--- config.mk ---
export PLATFORM = sky130hd
export DESIGN_NAME = mcg_glue
export DESIGN_NICKNAME = d
export VERILOG_FILES = /design/src/design/mcg_pkg.sv /design/src/design/mcg_glue.sv
export SDC_FILE = /design/constraint.sdc
export NUM_CORES = 1
export LEC_CHECK = 0
export BUFFER_PORTS_ARGS = -buffer_cell sky130_fd_sc_hd__buf_2
export CAP_MARGIN = 20
export CORE_MARGIN = 2
export CORE_UTILIZATION = 30
export CTS_CLUSTER_SIZE = 24
export DETAILED_ROUTE_END_ITERATION = 8
export HOLD_SLACK_MARGIN = 0.06
export PLACE_DENSITY = 0.59
export SETUP_SLACK_MARGIN = 0.02
export SLEW_MARGIN = 10
export SYNTH_ARGS = -nofsm -noshare
export SYNTH_HDL_FRONTEND = slang
export SYNTH_SLANG_ARGS = --single-unit
--- constraint.sdc ---
create_clock -name CORE_CLK -period 22.6 [get_ports CORE_CLK]
set_input_delay 4.52 -clock CORE_CLK [delete_from_list [all_inputs] [get_ports CORE_CLK]]
set_output_delay 4.52 -clock CORE_CLK [all_outputs]
set_load 0.1 [all_outputs]
--- src/design/mcg_pkg.sv ---
// Package holding the address map, field positions, reset values and carriers of the glue logic
package mcg_pkg;
  // Controller external data address map
  localparam logic [15:0] ADDR_OUT_PORT = 16'hd000;
  localparam logic [15:0] ADDR_UART_DIV = 16'hd400;
  localparam logic [15:0] ADDR_CTRL_PORT = 16'hd800;
  localparam logic [15:0] ADDR_LINE_STAT = 16'he000;
  localparam logic [15:0] ADDR_DIV_READ = 16'hec00;
  localparam logic [15:0] ADDR_TX_DSP = 16'hf000;
  localparam logic [15:0] ADDR_PNP_DATA = 16'hf800;
  localparam logic [15:0] ADDR_WAKE = 16'hf810;
  // Reset values
  localparam logic [7:0] UART_DIV_RST = 8'h06;
  localparam logic [3:0] OUT_PORT_RST = 4'h0;
  localparam logic [3:0] LINE_STAT_RST = 4'hf;
  localparam logic [7:0] PNP_MEM_RST = 8'h00;
  // Divider limits, in half periods
  localparam logic [5:0] DIV_HALF_MIN = 6'h01;
  localparam logic [5:0] DIV_HALF_MAX = 6'h20;
  // Plug-and-play store depth
  localparam int PNP_DEPTH = 16;
  localparam int PNP_IDX_W = 4;
  // Port 1 bit positions
  localparam int P1_BELL = 0;
  localparam int P1_DTR = 1;
  localparam int P1_HOOK = 2;
  localparam int P1_BANK_LO = 3;
  localparam int P1_EE = 4;
  localparam int P1_BANK_HI = 7;
  // Special register bit positions
  localparam int SLEEP_BIT_POS = 1;
  localparam int SFR_UPPER = 1;
  localparam int SFR_SWAP = 2;
  // Controller external data bus
  typedef struct packed {
    logic [15:0] addr;
    logic rd_n;
    logic wr_n;
    logic [7:0] wdata;
  } mcg_bus_t;
  // Line interface output port fields
  typedef struct packed {
    logic voice_relay_n;
    logic speech_path_sel2;
    logic speech_path_sel1;
    logic dsp_reset_n;
  } mcg_outport_t;
  // Pins that cross into the core clock
  typedef struct packed {
    logic [2:0] ee;
    logic rx_baud;
    logic tx_baud;
    logic dtr_n;
    logic bell_n;
    logic autocfg_n;
    logic mode;
  } mcg_pins_t;
endpackage

--- src/design/mcg_glue.sv ---
// Glue logic around the embedded controller: modes, banks, sleep, registers and selects
// How it works
// - Mode pin low internal, high external
// - Two bank outputs reach 256K program space
// - Each bank is one 64K window
// - Port bits 1.3 and 1.7 choose bank
// - Bank outputs are inverted port bits
// - Sleep bit halts the controller
// - Reset, ring fall or wake write wakes
// - Special bit 1 picks upper direct bank
// - Special bit 2 swaps program and data
// - UART clock by integer division
// - Even divider 2..64, resets to 06
// - Read back low baud divisor byte
// - Write-only line status, low nibble used
// - Output port drives reset, voice, relay
// - PnP bytes stored at successive locations
// - Grounded enable plus key enters PnP
// - Selects for F000 and D800 accesses
// - Address latch and fetch strobe outputs
// - Baud clocks feed interrupts 0 and 1
// - Ready, hook relay, EEPROM on port 1
`timescale 1ns/1ps
`default_nettype none
module mcg_glue (
  // Clock and reset
  input wire logic CORE_CLK,
  input wire logic RESET,
  // Controller side
  input wire mcg_pkg::mcg_bus_t CORE_BUS,
  input wire logic [7:0] CORE_P1_OUT,
  input wire logic [7:0] CORE_PWR_CTRL,
  input wire logic [7:0] CORE_SFR_8F,
  input wire logic CORE_ALE,
  input wire logic CORE_FETCH_STROBE_N,
  input wire logic [15:0] CORE_PC,
  input wire logic INIT_KEY_SEEN,
  input wire logic [7:0] DIVISOR_LATCH_LOW,
  input wire logic [3:0] PNP_RD_INDEX,
  output logic [7:0] CORE_RDATA,
  output logic CORE_RDATA_OE,
  output logic [7:0] CORE_P1_IN,
  output logic CORE_INT0,
  output logic CORE_INT1,
  output logic CORE_HALT,
  output logic IRAM_UPPER_BANK,
  output logic SWAP_PROG_DATA,
  output logic MODE_EXTERNAL,
  output logic PNP_MODE,
  output logic [3:0] LINE_STATUS_N,
  output logic UART_CLK,
  output logic [7:0] PNP_RD_DATA,
  // Pins in
  input wire logic HOST_OR_STANDALONE_SEL,
  input wire logic BELL_DETECT_N,
  input wire logic AUTOCONFIG_ENABLE_N,
  input wire logic TERMINAL_READY_N,
  input wire logic TX_BAUD_CLOCK_IN,
  input wire logic RX_BAUD_CLOCK_IN,
  input wire logic [2:0] EEPROM_IN,
  // Pins out
  output logic BANK_SEL_LOW,
  output logic BANK_SEL_HIGH,
  output logic [17:0] EXT_PROG_ADDR,
  output logic HOOK_RELAY_N,
  output logic [2:0] EEPROM_OUT,
  output logic [2:0] EEPROM_OE,
  output logic DSP_RESET_N,
  output logic SPEECH_PATH_SEL1,
  output logic SPEECH_PATH_SEL2,
  output logic VOICE_RELAY_N,
  output logic TX_DSP_SELECT_N,
  output logic CONTROL_PORT_SELECT,
  output logic ADDR_LATCH,
  output logic PROGRAM_FETCH_STROBE_N
);
  mcg_pkg::mcg_pins_t pins_raw, sync1, sync2;
  mcg_pkg::mcg_outport_t outport, next_outport;
  logic wr_n_q, bell_q, sleep_q;
  logic asleep, next_asleep;
  logic [7:0] div_reg, next_div_reg;
  logic [5:0] div_cnt, next_div_cnt, div_half;
  logic uart_clk, next_uart_clk;
  logic [3:0] line_stat, next_line_stat;
  logic [7:0] rdata, next_rdata;
  logic rdata_oe, next_rdata_oe;
  logic [mcg_pkg::PNP_IDX_W-1:0] pnp_ptr, next_pnp_ptr;
  logic [7:0] pnp_mem [mcg_pkg::PNP_DEPTH];
  logic [7:0] next_pnp_mem [mcg_pkg::PNP_DEPTH];
  logic pnp_mode, next_pnp_mode;
  logic wr_take, rd_act, bell_fall, sleep_rise, wake_wr;

  // Pins gathered for the two-stage synchroniser
  assign pins_raw = '{ee: EEPROM_IN, rx_baud: RX_BAUD_CLOCK_IN, tx_baud: TX_BAUD_CLOCK_IN,
                      dtr_n: TERMINAL_READY_N, bell_n: BELL_DETECT_N,
                      autocfg_n: AUTOCONFIG_ENABLE_N, mode: HOST_OR_STANDALONE_SEL};

  // Pin synchroniser; the first stage feeds only the second
  always_ff @(posedge CORE_CLK or posedge RESET)
  begin
    if (RESET)
    begin
      sync1 <= '{ee: 3'h7, rx_baud: 1'b0, tx_baud: 1'b0, dtr_n: 1'b1, bell_n: 1'b1,
                 autocfg_n: 1'b1, mode: 1'b0};
      sync2 <= '{ee: 3'h7, rx_baud: 1'b0, tx_baud: 1'b0, dtr_n: 1'b1, bell_n: 1'b1,
                 autocfg_n: 1'b1, mode: 1'b0};
    end
    else
    begin
      sync1 <= pins_raw;
      sync2 <= sync1;
    end
  end

  // Strobe edges; a write is taken once, on the falling write strobe
  assign wr_take = !CORE_BUS.wr_n && wr_n_q;
  assign rd_act = !CORE_BUS.rd_n;
  assign bell_fall = bell_q && !sync2.bell_n;
  assign sleep_rise = CORE_PWR_CTRL[mcg_pkg::SLEEP_BIT_POS] && !sleep_q;
  assign wake_wr = wr_take && CORE_BUS.addr == mcg_pkg::ADDR_WAKE;

  // Half period of the UART clock, clamped so zero or oversized writes stay safe
  always_comb
  begin
    div_half = div_reg[6:1];
    if (div_half < mcg_pkg::DIV_HALF_MIN)
      div_half = mcg_pkg::DIV_HALF_MIN;
    else if (div_half > mcg_pkg::DIV_HALF_MAX)
      div_half = mcg_pkg::DIV_HALF_MAX;
  end

  // Next values of the register file, sleep state, divider and PnP store
  always_comb
  begin
    next_outport = outport;
    next_div_reg = div_reg;
    next_line_stat = line_stat;
    next_pnp_ptr = pnp_ptr;
    next_pnp_mem = pnp_mem;
    next_rdata = 8'h00;
    next_rdata_oe = 1'b0;
    // Writes to read-only or unmapped locations are dropped
    if (wr_take)
    begin
      if (CORE_BUS.addr == mcg_pkg::ADDR_OUT_PORT)
        next_outport = CORE_BUS.wdata[3:0];
      else if (CORE_BUS.addr == mcg_pkg::ADDR_UART_DIV)
        next_div_reg = {1'b0, CORE_BUS.wdata[6:1], 1'b0};
      else if (CORE_BUS.addr == mcg_pkg::ADDR_LINE_STAT)
        next_line_stat = CORE_BUS.wdata[3:0];
      else if (CORE_BUS.addr == mcg_pkg::ADDR_PNP_DATA)
      begin
        next_pnp_mem[pnp_ptr] = CORE_BUS.wdata;
        next_pnp_ptr = pnp_ptr + 1'b1;
      end
    end
    // Only the divisor readback answers a read
    if (rd_act && CORE_BUS.addr == mcg_pkg::ADDR_DIV_READ)
    begin
      next_rdata = DIVISOR_LATCH_LOW;
      next_rdata_oe = 1'b1;
    end
    // Wake counts only once asleep, so a ring in the entry cycle is lost
    if (asleep)
      next_asleep = !(bell_fall || wake_wr);
    else
      next_asleep = sleep_rise;
    // Integer division of the core clock down to the UART rate
    if (div_cnt >= div_half - 6'h01)
    begin
      next_div_cnt = 6'h00;
      next_uart_clk = !uart_clk;
    end
    else
    begin
      next_div_cnt = div_cnt + 6'h01;
      next_uart_clk = uart_clk;
    end
    // Open enable pin forces PnP off, grounded pin waits for the key
    if (sync2.autocfg_n)
      next_pnp_mode = 1'b0;
    else
      next_pnp_mode = pnp_mode || INIT_KEY_SEEN;
  end

  // State registers
  always_ff @(posedge CORE_CLK or posedge RESET)
  begin
    if (RESET)
    begin
      wr_n_q <= 1'b1;
      bell_q <= 1'b1;
      sleep_q <= 1'b0;
      asleep <= 1'b0;
      outport <= mcg_pkg::OUT_PORT_RST;
      div_reg <= mcg_pkg::UART_DIV_RST;
      div_cnt <= 6'h00;
      uart_clk <= 1'b0;
      line_stat <= mcg_pkg::LINE_STAT_RST;
      rdata <= 8'h00;
      rdata_oe <= 1'b0;
      pnp_ptr <= '0;
      pnp_mode <= 1'b0;
      for (int i = 0; i < mcg_pkg::PNP_DEPTH; i++)
        pnp_mem[i] <= mcg_pkg::PNP_MEM_RST;
    end
    else
    begin
      wr_n_q <= CORE_BUS.wr_n;
      bell_q <= sync2.bell_n;
      sleep_q <= CORE_PWR_CTRL[mcg_pkg::SLEEP_BIT_POS];
      asleep <= next_asleep;
      outport <= next_outport;
      div_reg <= next_div_reg;
      div_cnt <= next_div_cnt;
      uart_clk <= next_uart_clk;
      line_stat <= next_line_stat;
      rdata <= next_rdata;
      rdata_oe <= next_rdata_oe;
      pnp_ptr <= next_pnp_ptr;
      pnp_mode <= next_pnp_mode;
      pnp_mem <= next_pnp_mem;
    end
  end

  // Output flops for pins and controller side; one cycle behind controller inputs and the second synchroniser stage
  always_ff @(posedge CORE_CLK or posedge RESET)
  begin
    if (RESET)
    begin
      BANK_SEL_LOW <= 1'b0;
      BANK_SEL_HIGH <= 1'b0;
      EXT_PROG_ADDR <= 18'h00000;
      HOOK_RELAY_N <= 1'b1;
      EEPROM_OUT <= 3'h0;
      EEPROM_OE <= 3'h0;
      TX_DSP_SELECT_N <= 1'b1;
      CONTROL_PORT_SELECT <= 1'b0;
      ADDR_LATCH <= 1'b0;
      PROGRAM_FETCH_STROBE_N <= 1'b1;
      CORE_P1_IN <= 8'hff;
      CORE_INT0 <= 1'b0;
      CORE_INT1 <= 1'b0;
      IRAM_UPPER_BANK <= 1'b0;
      SWAP_PROG_DATA <= 1'b0;
      MODE_EXTERNAL <= 1'b0;
      PNP_RD_DATA <= 8'h00;
    end
    else
    begin
      // Bank outputs are the inverted port bits, so all ones means bank 0
      BANK_SEL_LOW <= !CORE_P1_OUT[mcg_pkg::P1_BANK_LO];
      BANK_SEL_HIGH <= !CORE_P1_OUT[mcg_pkg::P1_BANK_HI];
      EXT_PROG_ADDR <= {!CORE_P1_OUT[mcg_pkg::P1_BANK_HI], !CORE_P1_OUT[mcg_pkg::P1_BANK_LO],
                        CORE_PC};
      HOOK_RELAY_N <= CORE_P1_OUT[mcg_pkg::P1_HOOK];
      // EEPROM lines are quasi-bidirectional: driven only while low
      EEPROM_OUT <= 3'h0;
      EEPROM_OE <= ~CORE_P1_OUT[mcg_pkg::P1_EE+:3];
      TX_DSP_SELECT_N <= !((rd_act || !CORE_BUS.wr_n) && CORE_BUS.addr == mcg_pkg::ADDR_TX_DSP);
      CONTROL_PORT_SELECT <= (rd_act || !CORE_BUS.wr_n) && CORE_BUS.addr == mcg_pkg::ADDR_CTRL_PORT;
      ADDR_LATCH <= CORE_ALE;
      PROGRAM_FETCH_STROBE_N <= CORE_FETCH_STROBE_N;
      CORE_P1_IN <= {CORE_P1_OUT[7], sync2.ee & CORE_P1_OUT[6:4], CORE_P1_OUT[3:2],
                     sync2.dtr_n, sync2.bell_n};
      CORE_INT0 <= sync2.tx_baud;
      CORE_INT1 <= sync2.rx_baud;
      IRAM_UPPER_BANK <= CORE_SFR_8F[mcg_pkg::SFR_UPPER];
      SWAP_PROG_DATA <= CORE_SFR_8F[mcg_pkg::SFR_SWAP];
      MODE_EXTERNAL <= sync2.mode;
      PNP_RD_DATA <= pnp_mem[PNP_RD_INDEX];
    end
  end

  // Register-backed outputs
  assign CORE_RDATA = rdata;
  assign CORE_RDATA_OE = rdata_oe;
  assign CORE_HALT = asleep;
  assign PNP_MODE = pnp_mode;
  assign LINE_STATUS_N = line_stat;
  assign UART_CLK = uart_clk;
  assign DSP_RESET_N = outport.dsp_reset_n;
  assign SPEECH_PATH_SEL1 = outport.speech_path_sel1;
  assign SPEECH_PATH_SEL2 = outport.speech_path_sel2;
  assign VOICE_RELAY_N = outport.voice_relay_n;

  // Checks beside the logic
  bank_map_a: assert property (@(posedge CORE_CLK) disable iff (RESET)
    (CORE_P1_OUT[mcg_pkg::P1_BANK_HI] && CORE_P1_OUT[mcg_pkg::P1_BANK_LO])
      |=> (!BANK_SEL_LOW && !BANK_SEL_HIGH && EXT_PROG_ADDR[17:16] == 2'h0))
    else $error("bank 0 not selected");
  mode_pin_a: assert property (@(posedge CORE_CLK) disable iff (RESET)
    HOST_OR_STANDALONE_SEL [*3] |=> MODE_EXTERNAL)
    else $error("external mode not reached");
  sleep_entry_a: assert property (@(posedge CORE_CLK) disable iff (RESET)
    ($rose(CORE_PWR_CTRL[1]) && !CORE_HALT && !wake_wr) |=> ##1 CORE_HALT)
    else $error("sleep not entered");
  wake_write_a: assert property (@(posedge CORE_CLK) disable iff (RESET)
    (CORE_HALT && wake_wr) |=> !CORE_HALT)
    else $error("wake write ignored");
  div_write_a: assert property (@(posedge CORE_CLK) disable iff (RESET)
    (wr_take && CORE_BUS.addr == 16'hd400) |=> (div_reg == {1'b0, $past(CORE_BUS.wdata[6:1]), 1'b0}))
    else $error("divider write lost");
  readback_a: assert property (@(posedge CORE_CLK) disable iff (RESET)
    (!CORE_BUS.rd_n && CORE_BUS.addr == 16'hec00) |=> (CORE_RDATA_OE && CORE_RDATA == $past(DIVISOR_LATCH_LOW)))
    else $error("divisor readback wrong");
  out_port_a: assert property (@(posedge CORE_CLK) disable iff (RESET)
    (wr_take && CORE_BUS.addr == 16'hd000) |=> ##1 (DSP_RESET_N == $past(CORE_BUS.wdata[0], 2)
      && VOICE_RELAY_N == $past(CORE_BUS.wdata[3], 2)))
    else $error("output port not driven");
  line_stat_a: assert property (@(posedge CORE_CLK) disable iff (RESET)
    (wr_take && CORE_BUS.addr == 16'he000) |=> (LINE_STATUS_N == $past(CORE_BUS.wdata[3:0])))
    else $error("line status not taken");
  pnp_step_a: assert property (@(posedge CORE_CLK) disable iff (RESET)
    (wr_take && CORE_BUS.addr == 16'hf800) |=> (pnp_ptr == $past(pnp_ptr) + 4'h1))
    else $error("pnp pointer stuck");
  tx_select_a: assert property (@(posedge CORE_CLK) disable iff (RESET)
    (!CORE_BUS.rd_n && CORE_BUS.addr == 16'hf000) |=> !TX_DSP_SELECT_N)
    else $error("tx dsp select missing");
  sleep_cycle_c: cover property (@(posedge CORE_CLK) disable iff (RESET) CORE_HALT ##[1:50] !CORE_HALT);
  bank_three_c: cover property (@(posedge CORE_CLK) disable iff (RESET) BANK_SEL_LOW && BANK_SEL_HIGH);
  pnp_enter_c: cover property (@(posedge CORE_CLK) disable iff (RESET) $rose(PNP_MODE));
  uart_tick_c: cover property (@(posedge CORE_CLK) disable iff (RESET) $rose(UART_CLK));
endmodule
`default_nettype wire

# [Word-level counts from Yosys, hierarchy flattened]
# Cells that the tools add are included.
[op_classes] n_addsub=3 multipliers=0 div=0 magnitude_cmp=6 eq_ne=8 n_shift=0 muxes=13 bitwise_logic=7 reduce_logical=24
[ops] cell="$bwmux W128" count=1
[ops] cell="$eq A16 B16 Y1 const B" count=8
[ops] cell="$bmux W8 S4" count=1
[ops] cell="$demux W8 S4" count=1
[ops] cell="$mux W8" count=4
[ops] cell="$mux W6" count=3
[ops] cell="$ge A5 B5 Y1 const B" count=2
[ops] cell="$not A4 Y5" count=2
[ops] cell="$logic_not A1 Y1" count=9
[ops] cell="$logic_and A1 B1 Y1" count=8
[ops] cell="$add A6 B1 Y6 const B" count=1
[ops] cell="$ge A6 B6 Y1" count=1
[ops] cell="$gt A6 B6 Y1 const B" count=1
[ops] cell="$lt A6 B1 Y1 const B" count=1
[ops] cell="$sub A6 B1 Y6 const B" count=1
[ops] cell="$lt A5 B1 Y1 const B" count=1
[ops] cell="$reduce_and A5 Y1" count=1
[ops] cell="$add A4 B1 Y4 const B" count=1
[ops] cell="$reduce_and A4 Y1" count=1
[ops] cell="$and A3 B3 Y3" count=1
[ops] cell="$logic_or A1 B1 Y1" count=3
[ops] cell="$mux W1" count=3
[ops] cell="$not A1 Y1" count=3
[ops] cell="$not A3 Y3" count=1
[ops] cell="2 further kinds" count=2
[totals] regBits=234 latch_bits=0 mem_bits_rw=0 mem_bits_ro=0 input_bits=92 out_inout_bits=72 wordCells=123 mem_count=0

# [Depth between registers and ports, before layout]
# Gate-level depths: netlist (run 1).
[depth] word_depth=6 mapped_depth=11

# [Worst setup path before layout (run 1)]
# OpenSTA, ideal clock, no wires.
[synth_timing] path_kind="input to register" from="input port CORE_BUS[12] (netlist bit)" to="register pnp_mem[32] (netlist bit)" setup_ns=0.128 t_arrival_ns=5.917 t_required_ns=22.472 path_slack_ns=16.555 cell_stages=7 path_cell_list="nor4_4 > and4_1 > buf_2 > buf_4 > and4_1 > buf_6 > mux2_1"
[synth_between] elab_chain_len=3 word_cells_on_any_way=8 classes_between="eq/ne (4); bitwise (3); reduce/logical (1)"
[synth_lines] element="start, declared" line_no="mcg_glue.sv:30" source="input wire mcg_pkg::mcg_bus_t CORE_BUS,"
[synth_lines] element="$eq A16 B16 Y1 (on tied branches)" line_no="mcg_glue.sv:149, mcg_glue.sv:145, mcg_glue.sv:147"
[synth_lines] element="$not A1 Y1 (no line)"
[synth_lines] element="$reduce_and A5 Y1 (no line) (*)"
[synth_lines] element="end signal, assigned by index" line_no="mcg_glue.sv:205" source="pnp_mem[i] <= mcg_pkg::PNP_MEM_RST;"
[synth_lines] element="end signal, assigned" line_no="mcg_glue.sv:222" source="pnp_mem <= next_pnp_mem;"
[synth_lines] element="end, declared" line_no="mcg_glue.sv:88" source="logic [7:0] pnp_mem [mcg_pkg::PNP_DEPTH];"
# Every way passes the cells marked *; elsewhere a longest branch is shown, timed or not.
# A chain may end at the register's enable or synchronous reset.

# [Worst setup path in the final report (run 1)]
[layout_timing] from="input port CORE_BUS[12] (netlist bit)" to="register pnp_mem[53] (netlist bit)"
# The elaborated chain is that of the path after synthesis.

==> flow_metrics.env, run 1 <==
export IMPL_outcome="completed"
export IMPL_dp_cells=1116
export IMPL_grt_max_degree=131
export IMPL_path_cells="buf_2 -> nor4_4 -> and4_1 -> and4_1 -> mux2_1"
export IMPL_post_cts_buffers=0
export IMPL_vias_per_cell=4.61
export IMPL_grt_util_met1_pct=16.2
export IMPL_post_route_util_pct=36.4
export IMPL_place_detailed_hpwl_mm=12.6
export IMPL_netlist_instances=611
export IMPL_die_w_um=182
export IMPL_nets=846
export IMPL_slowest_stage="and4_1"
export IMPL_yosys_warnings=0
export IMPL_synth_yosys_seq_area_share_pct=60.6
export IMPL_powerDensity_mw_per_mm2=83.2
export IMPL_clkSlewWorstSetupHoldPaths_ps=60
export IMPL_worst_slack_ps=16460
export IMPL_cts_resized_gates=0
export IMPL_crit_buf_inv=1
export IMPL_cts_sinks=230
export IMPL_path_class="in -> reg"
export IMPL_track_usage_pct=11.9
export IMPL_grt_ovfl_total=0
export IMPL_yosysUniqueCellTypes=50
export IMPL_required_ps=22990
export IMPL_end_kind="register"
export IMPL_synth_edf_count=0
export IMPL_hold_class="reg -> reg"
export IMPL_cap_violations=0
export IMPL_yosys_most_used_dff="dfrtp_1"
export IMPL_drive_gt1_share_pct=42.7
export IMPL_ys_seq_elements=230
export IMPL_grt_first_pass_wirelength_mm=31.6
export IMPL_ioPinCount=164
export IMPL_grt_use_met2_pct=19.2
export IMPL_post_place_ws_ps=15910
export IMPL_ir_worst_vdd_uv=52.6
export IMPL_largest_reg_flops=128
export IMPL_diodes=0
export IMPL_htree_levels=1
export IMPL_hold_viol_final=0
export IMPL_fin_crit_sh_pct=27.2
export IMPL_synthToLayoutAreaGrowth_pct=19.8
export IMPL_syn_area_mm2=0.00955
export IMPL_holdBufCountCts=0
export IMPL_synth_top_area_share_pct=52.7
export IMPL_drv_slew=0
export IMPL_die_y_um=182
export IMPL_maxSlewHeadroom_pct=42.2
export IMPL_via_count=5368
export IMPL_reg_top3="pnp_mem: 128 flops, EXT_PROG_ADDR: 17 flops"
export IMPL_fmax_mhz=163
export IMPL_synthArstFlopShare_pct=100
export IMPL_tns_ps=0
export IMPL_grt_use_met3_pct=2.67
export IMPL_synth_area_leaders="dfrtp_1, mux2_1, dfstp_2"
export IMPL_yosys_area_top_type="dfrtp_1"
export IMPL_drt_iter0_markers=213
export IMPL_ant_nets=0
export IMPL_drc=0
export IMPL_clock_skew_final_ps=12.1
export IMPL_cts_tree="built"
export IMPL_dieArea_mm2=0.0333
export IMPL_antenna_found_initial=0
export IMPL_post_drt_wl_per_cell_um=16.6
export IMPL_top_register="pnp_mem"
export IMPL_start_util_pct=30.4
export IMPL_slowest_delay_ps=640
export IMPL_core_mm2=0.0315
export IMPL_critPathMostFrequentCell="and4_1"
export IMPL_rsz0062_at_grt="no"
export IMPL_grt_pass1_vias=5768
export IMPL_stdcell_count=1164
export IMPL_cp_start_kind="input pin"
export IMPL_wl_mm=19.3
export IMPL_crit_fanout=17
export IMPL_leakage_nw=5.68
export IMPL_cts_root_buf="clkbuf_16"
export IMPL_tightestPinTransition_ps=865
export IMPL_globalplace_congestion=0.696
export IMPL_finalSetupViolCount=0
export IMPL_worst_path_dominant_cell_family="simple AND/OR/NAND/NOR gates"
export IMPL_cts_buffer_depth=3
export IMPL_rows=65
export IMPL_synth_area_per_cell_um2=15.6
export IMPL_clock_latency_ps=520
export IMPL_grt_busiest_layer="met2"
export IMPL_cts_made_buffers=26
export IMPL_fin_crit_ps=6140
export IMPL_port_buffers=145
export IMPL_worstPathArrival_ps=6530
export IMPL_drtPass1Iterations=6
metrics by stage:
stage	hold WS, ps	total power, W	area, µm²
global route	354	0.000994	11400
detailed placement	335	0.000523	10500
floorplan	331	0.000500	9560
CTS	348	0.000969	11400
global placement	332	0.000522	10500
finish	346	0.000952	11400
per-layer routing:
metal  routed length [µm]  part of all wire (%)  up-vias
met1                 9060                    47     2748
met5                    0                     0        -
met4                  384                   2.0        0
li1                     -                     -     2464
met2                 8970                    46      133
met3                  918                   4.7       23
kinds of logic after synthesis:
family / Yosys count / synth area share (%)
muxes: 175 / 24.4
buffers and inverters: 57 / 3.44
and+or+nand+nor: 99 / 6.98
xor gates and xnor gates: 9 / 0.825
DFF: 230 / 60.6
other: 2 / 0.0786
adders and majority gates: 12 / 1.57
AOI/OAI and AO/OA: 27 / 2.03
cells in the final DEF, fill, tap and decap left out, types with 2 or more instances in the layout:
cell | netlist | final
nor4_1 | 3 | 3
mux2_2 | 62 | 62
nor4_2 | 3 | 3
nor2b_1 | 5 | 5
buf_4 | 9 | 3
xor2_1 | 5 | 5
nand2b_1 | 6 | 6
ha_1 | 12 | 12
and2_1 | 13 | 13
and4_1 | 17 | 17
clkbuf_8 | 0 | 8
buf_2 | 11 | 145
a22oi_1 | 16 | 16
clkbuf_1 | 13 | 7
inv_1 | 10 | 9
a21oi_1 | 2 | 2
dfrtp_1 | 201 | 201
nor3b_1 | 5 | 5
xnor2_1 | 4 | 4
clkinv_2 | 0 | 2
mux2_1 | 80 | 80
and3_1 | 2 | 2
dfstp_2 | 29 | 29
clkbuf_16 | 0 | 27
bufinv_16 | 0 | 3
nor2_1 | 11 | 11
mux4_2 | 32 | 32
a21o_1 | 2 | 2
nor3_1 | 3 | 3
conb_1 | 2 | 4
nand2_1 | 14 | 14
nand3_1 | 4 | 4
nand4_1 | 2 | 2
path summary, 6_finish.rpt:
check,cells after the start,to,slack (ps),start
worst max-delay path,5,pnp_mem[53]$_DFFE_PP0P_,16460,CORE_BUS[12]
worst min register to register,0,sync2[5]$_DFF_PP0_,350,sync1[5]$_DFF_PP0_
worst max register to register,11,UART_CLK$_DFFE_PP0P_,20090,div_reg[3]$_DFFE_PP0P_
min in group asynchronous,2,pnp_mem[105]$_DFFE_PP0P_,4210,RESET
max in group asynchronous,3,PNP_RD_DATA[2]$_DFF_PP0_,17210,RESET
worst min-delay path,0,sync2[5]$_DFF_PP0_,350,sync1[5]$_DFF_PP0_
cell type report:
class / instances / area, µm²
Multi-Input combinational cell: 326 / 3440
Clock inverter: 6 / 108
Inverter: 10 / 45.0
Tap cell: 402 / 503
Timing Repair Buffer: 148 / 748
Clock buffer: 42 / 812
Fill cell: 2990 / 20000
Sequential cell: 230 / 5790
where the power goes:
group	switching (W)	internal, W	total (W)
Combinational	0.0000680	0.0000182	0.0000862
Clock	0.000160	0.000279	0.000439
Sequential	0.00000474	0.000423	0.000427
Total	0.000233	0.000720	0.000952
Yosys cell counts (all sizes together), types with 2 or more instances:
cell type	count
a21o	2
a21oi	2
a22oi	16
and2	13
and3	2
and4	17
buf	34
clkbuf	13
conb	2
dfrtp	201
dfstp	29
ha	12
inv	10
mux2	143
mux4	32
nand2	15
nand2b	6
nand3	4
nand4	2
nor2	11
nor2b	5
nor3	5
nor3b	5
nor4	7
or4	2
xnor2	4
xor2	5
No activity file was read; power rests on OpenSTA's default activity.
==> inputs of run 2 (changes only) <==
Settings changed: ABC_AREA set to 1, PLACE_DENSITY 0.59 to 0.6.
Clock period 22.6 ns to 5.6 ns, I/O delays scaled along.
==> run 2 against run 1 <==
Via count increased by 57%; non-clock buffer count rose by 14; combinational power rose to 5.8 times the previous value; first-iteration DRC count grew to 4.1 times the previous value; synthesized area up 6.8%; largest cell class unchanged; sequential share of layout area is 3.5 points lower; synthesized cell count is 87% higher; cell count grew 47%; critical path depth up 5; wire length rose by 44%; critical path type unchanged; design area increased by 7.5%; worst setup slack got worse by 14000 ps.
==> flow_metrics.env, run 2 <==
export IMPL_drc=0
export IMPL_ys_seq_elements=230
export IMPL_grt_use_met2_pct=24.8
export IMPL_die_w_um=188
export IMPL_tns_ps=0
export IMPL_synth_edf_count=0
export IMPL_post_place_ws_ps=2080
export IMPL_track_usage_pct=15.5
export IMPL_min_to="MODE_EXTERNAL$_DFF_PP0_"
export IMPL_synth_area_per_cell_um2=8.94
export IMPL_stdcell_count=1711
export IMPL_fin_crit_sh_pct=53.3
export IMPL_yosys_warnings=0
export IMPL_cts_made_buffers=27
export IMPL_grt_ovfl_total=0
export IMPL_maxSlewHeadroom_pct=42.5
export IMPL_top_register="pnp_mem"
export IMPL_synth_yosys_seq_area_share_pct=56.8
export IMPL_globalplace_congestion=0.793
export IMPL_post_drt_wl_per_cell_um=16.2
export IMPL_syn_area_mm2=0.0102
export IMPL_netlist_instances=1141
export IMPL_finalSetupViolCount=0
export IMPL_synth_area_leaders="dfrtp_1, nand2_1, nand4_1"
export IMPL_cp_start_kind="input pin"
export IMPL_wl_mm=27.8
export IMPL_nFillCells=3471
export IMPL_synth_common_cells="nand2_1, dfrtp_1, nand4_1"
export IMPL_synth_top_area_share_pct=49.3
export IMPL_cts_tree="built"
export IMPL_multi_input_area_mm2=0.00372
export IMPL_worstPathArrival_ps=3410
export IMPL_ioPinCount=164
export IMPL_hold_class="reg -> reg"
export IMPL_vias_per_cell=4.93
export IMPL_reg_top3="pnp_mem: 128 flops, EXT_PROG_ADDR: 17 flops"
export IMPL_hp_start="sync2[0]$_DFF_PP0_"
export IMPL_holdBufCountCts=0
export IMPL_hold_viol_final=0
export IMPL_drt_iter0_markers=868
export IMPL_cts_sinks=230
export IMPL_dieArea_mm2=0.0355
export IMPL_yosysUniqueCellTypes=34
export IMPL_rr_worst_depth=8
export IMPL_path_class="in -> reg"
export IMPL_die_y_um=188
export IMPL_dp_cells=1660
export IMPL_cts_resized_gates=0
export IMPL_place_detailed_hpwl_mm=15.7
export IMPL_whs_path_depth=0
export IMPL_nets=1346
export IMPL_end_kind="register"
export IMPL_antenna_found_initial=0
export IMPL_largest_reg_flops=128
export IMPL_grt_util_met1_pct=21.9
export IMPL_outcome="completed"
export IMPL_reg2reg_to="pnp_mem[25]$_DFFE_PP0P_"
export IMPL_powerDensity_mw_per_mm2=356
export IMPL_drtPass1Iterations=5
export IMPL_synthArstFlopShare_pct=100
export IMPL_yosys_most_used_dff="dfrtp_1"
export IMPL_clock_latency_ps=560
export IMPL_clock_skew_final_ps=28.8
export IMPL_diodes=0
export IMPL_grt_busiest_layer="met2"
export IMPL_grt_pass1_vias=8077
export IMPL_port_buffers=145
export IMPL_worst_slack_ps=2620
export IMPL_layout_commonest_cell="nand2_1"
export IMPL_tightestPinTransition_ps=861
export IMPL_post_cts_buffers=0
export IMPL_start_util_pct=30.4
export IMPL_fmax_mhz=335
export IMPL_post_route_util_pct=36.7
export IMPL_leakage_nw=6.29
export IMPL_yosys_area_top_type="dfrtp_1"
export IMPL_synthToLayoutAreaGrowth_pct=20.6
export IMPL_rrSetupSlack_ps=3020
export IMPL_grt_first_pass_wirelength_mm=44.4
export IMPL_ant_nets=0
export IMPL_layout_common_cells="nand2_1, dfrtp_1, buf_2"
export IMPL_htree_levels=1
export IMPL_rows=67
export IMPL_clkSlewWorstSetupHoldPaths_ps=60
export IMPL_required_ps=6030
export IMPL_grt_max_degree=118
export IMPL_cts_root_buf="clkbuf_16"
export IMPL_rsz0062_at_grt="no"
export IMPL_cts_buffer_depth=3
export IMPL_cap_violations=0
export IMPL_ff_latch_area_mm2=0.00579
export IMPL_crit_fanout=80
export IMPL_synth_most_common_cell="nand2_1"
export IMPL_ir_worst_vdd_uv=203
export IMPL_grt_use_met3_pct=2.27
export IMPL_r2r_start="wr_n_q$_DFF_PP1_"
export IMPL_core_mm2=0.0335
export IMPL_drive_gt1_share_pct=19.9
export IMPL_via_count=8439
export IMPL_fin_crit_ps=2980
export IMPL_drv_slew=0
[run 2: cell count changes after synthesis, moves of 32 or more]
cell      before  now
clkbuf_1      13   56
inv_1         10   58
mux2_1        80    0
mux2_2        62    0
mux4_2        32    0
nand2_1       14  319
nand4_1        2  130
nor2_1        11  108
o21ai_0        0   81
[run 2: how the worst max path moves through the flow]
| stage | from | end | slack, ps | cells after the start |
|---|---|---|---|---|
| 5_1_grt | CORE_BUS[19] | pnp_mem[24]$_DFFE_PP0P_ | 2410 | 10 |
| 2_1_floorplan | RESET | ADDR_LATCH$_DFF_PP0_ | 1500 | 1 |
| 3_3_place_gp | CORE_BUS[19] | pnp_mem[26]$_DFFE_PP0P_ | 2130 | 10 |
| 3_5_place_dp | CORE_BUS[19] | pnp_mem[25]$_DFFE_PP0P_ | 2080 | 10 |
| 6_report | CORE_BUS[19] | pnp_mem[25]$_DFFE_PP0P_ | 2620 | 10 |
| 4_1_cts | CORE_BUS[19] | pnp_mem[25]$_DFFE_PP0P_ | 2660 | 10 |
[run 2: cells by family (layout without fill, tap and decap cells)]
group	count (synthesis)	in the layout	share of synthesized area [%]
DFF	230	230	56.8
adders and majority gates	12	12	1.47
xor gates and xnor gates	8	8	0.687
AOI/OAI and AO/OA	132	132	7.63
buffers and inverters	152	272	6.88
and+or+nand+nor	605	605	26.5
other	2	4	0.0736
[run 2: worst max-delay path, stage by stage]
cell and delay (ps):
buf_2 100, nor2_1 170, nand2_1 110, nor2_2 160, nand3_2 100, nor2_4 520
buf_12 390, nand3_1 440, nand2_1 170, nand2_1 60
[run 2: cell type report]
| type | count | area share [%] |
|---|---|---|
| clock buffer | 32 | 5.97 |
| clock inverter | 18 | 2.91 |
| inverter | 60 | 1.86 |
| multi-input combinational | 761 | 30.3 |
| sequential | 230 | 47.1 |
| tap | 448 | 4.56 |
| timing repair buffer | 162 | 7.34 |
[run 2: per-layer routing]
| layer | routed length [µm] | vias to the layer above |
|---|---|---|
| li1 | - | 4014 |
| met1 | 12300 | 4059 |
| met2 | 12900 | 316 |
| met3 | 1860 | 50 |
| met4 | 667 | 0 |
| met5 | 0 | - |
[run 2: through the flow]
step | total power [W] | hold WS, ps | cell area, µm²
finish | 0.00438 | 346 | 12300
global route | 0.00455 | 358 | 12300
CTS | 0.00444 | 349 | 12300
detailed placement | 0.00228 | 337 | 11200
global placement | 0.00227 | 331 | 11200
floorplan | 0.00216 | 331 | 10200
[run 2: power breakdown]
group | internal [W] | switching, W | leakage (nW)
registers | 0.00172 | 0.0000286 | 2.99
clock network | 0.00140 | 0.000731 | 0.537
logic | 0.000108 | 0.000392 | 2.76
total | 0.00323 | 0.00115 | 6.29
==> inputs of run 3 (changes only) <==
Settings changed: PLACE_DENSITY 0.6 to 0.59.
Clock period 5.6 ns to 2.8 ns, I/O delays scaled along.
==> run 3 against run 2 <==
Sequential share of layout area fell by 0.12 points; clock skew down 9.2 ps; global-route usage grew 0.41 points; largest cell class unchanged; cell count increased by 1.3%; non-clock buffer count grew 23; die area unchanged; sequential power grew 100%; hold slack lost 240 ps; largest power group unchanged.
==> flow_metrics.env, run 3 (synthesized netlist as in run 2, its figures left out) <==
export IMPL_outcome="completed"
export IMPL_wl_mm=28.3
export IMPL_critPathMostFrequentCell="nand2_1"
export IMPL_powerDensity_mw_per_mm2=660
export IMPL_hold_class="in -> reg"
export IMPL_worst_slack_ps=441
export IMPL_slowest_delay_ps=540
export IMPL_via_count=8552
export IMPL_leakage_nw=6.32
export IMPL_clkSlewWorstSetupHoldPaths_ps=60
export IMPL_htree_levels=1
export IMPL_maxSlewHeadroom_pct=50.0
export IMPL_synthToLayoutAreaGrowth_pct=20.9
export IMPL_post_drt_wl_per_cell_um=16.3
export IMPL_antenna_found_initial=0
export IMPL_layout_commonest_cell="nand2_1"
export IMPL_drive_gt1_share_pct=20.6
export IMPL_largest_reg_flops=128
export IMPL_globalplace_congestion=0.796
export IMPL_layout_common_cells="nand2_1, dfrtp_1, buf_2"
export IMPL_rows=67
export IMPL_rsz0062_at_grt="no"
export IMPL_required_ps=3200
export IMPL_nFillCells=3484
export IMPL_clock_latency_ps=550
export IMPL_cts_resized_gates=0
export IMPL_die_w_um=188
export IMPL_ir_worst_vdd_uv=450
export IMPL_path_class="reg -> reg"
export IMPL_port_buffers=145
export IMPL_holdBufCountCts=0
export IMPL_cap_violations=0
export IMPL_grt_pass1_vias=8396
export IMPL_cts_tree="built"
export IMPL_place_detailed_hpwl_mm=17.5
export IMPL_timing_hold_ws_ps=110
export IMPL_nets=1369
export IMPL_finalSetupViolCount=0
export IMPL_worstPathArrival_ps=2760
export IMPL_end_kind="register"
export IMPL_ant_nets=0
export IMPL_track_usage_pct=16.0
export IMPL_post_cts_buffers=0
export IMPL_stdcell_area_mm2=0.0123
export IMPL_diodes=0
export IMPL_fmax_mhz=424
export IMPL_grt_max_degree=125
export IMPL_power_w=0.00814
export IMPL_drtPass1Iterations=5
export IMPL_postPlaceCellArea_mm2=0.0114
export IMPL_slowest_stage="dfstp_2"
export IMPL_cts_made_buffers=27
export IMPL_grt_first_pass_wirelength_mm=45.9
export IMPL_top_register="pnp_mem"
export IMPL_fin_crit_ps=2360
export IMPL_crit_fanout=7
export IMPL_die_y_um=188
export IMPL_cts_root_buf="clkbuf_16"
export IMPL_post_route_util_pct=36.8
export IMPL_cp_start_kind="register"
export IMPL_tightestPinTransition_ps=749
export IMPL_core_mm2=0.0335
export IMPL_start_util_pct=30.4
export IMPL_clock_skew_final_ps=19.6
export IMPL_cts_buffer_depth=3
export IMPL_drc=0
export IMPL_fin_crit_sh_pct=84.2
export IMPL_cts_sinks=230
export IMPL_hold_viol_final=0
export IMPL_grt_ovfl_total=0
export IMPL_drv_slew=0
export IMPL_vias_per_cell=4.93
export IMPL_dieArea_mm2=0.0355
export IMPL_ioPinCount=164
export IMPL_path_cells="nor2_1 -> nand3_1 -> nand2_1 -> nand2_1 -> ha_1 -> nand2_1 -> xor2_1 -> ha_1 -> nand2_1 -> o211ai_1 -> xor2_1"
export IMPL_reg_top3="pnp_mem: 128 flops, EXT_PROG_ADDR: 17 flops"
export IMPL_drt_iter0_markers=895
export IMPL_post_place_ws_ps=349
-- run 3: final timing paths --
kind,startpoint,end,slack [ps],cells after the start
max,div_reg[2]$_DFFE_PP1P_,UART_CLK$_DFFE_PP0P_,440,11
min,EEPROM_IN[2],sync1[8]$_DFF_PP1_,110,1
max reg2reg,div_reg[2]$_DFFE_PP1P_,UART_CLK$_DFFE_PP0P_,440,11
min reg2reg,sync2[0]$_DFF_PP0_,MODE_EXTERNAL$_DFF_PP0_,340,0
max in group asynchronous,RESET,EXT_PROG_ADDR[14]$_DFF_PP0_,2020,3
min in group asynchronous,RESET,PNP_MODE$_DFF_PP0_,160,3
-- run 3: area by class of cell --
| cell class | instances | area, µm² | share of cell area, % |
|---|---|---|---|
| timing repair buffer | 185 | 1100 | 8.93 |
| multi-input combinational | 761 | 3720 | 30.2 |
| inverter | 60 | 229 | 1.86 |
| clock buffer | 43 | 796 | 6.45 |
| tap | 448 | 561 | 4.54 |
| clock inverter | 7 | 130 | 1.06 |
| sequential | 230 | 5790 | 47.0 |
-- run 3: report_power, final --
part | internal (W) | leakage, nW | total (W) | switching [W]
clock | 0.00223 | 0.444 | 0.00363 | 0.00140
sequential | 0.00344 | 2.99 | 0.00350 | 0.0000563
combinational | 0.000221 | 2.89 | 0.00101 | 0.000788
total | 0.00589 | 6.32 | 0.00814 | 0.00225
-- run 3: metal layers --
layer	share of wire (%)	wire (µm)	vias up	global-route usage, %
met4	2.1	594	0	4.48
met2	46	13000	306	25.4
met1	45	12700	4142	22.6
li1	-	-	4065	-
met3	6.9	1950	39	2.53
met5	0	0	-	0
-- run 3: per-stage QoR --
stage                     cells  setup TNS [ps]
after floorplan            1143         -149600
after global placement     1684               0
after detailed placement   1684               0
after CTS                  1734               0
after global routing       1734               0
final                      1734               0
-- run 3: critical path, delay by kind of cell, from the launching register on --
family / cells / cell delay [ps]
fa+ha+maj: 2 / 450
flops: 1 / 540
xor+xnor: 2 / 270
simple gates: 6 / 450
compound gates: 1 / 500
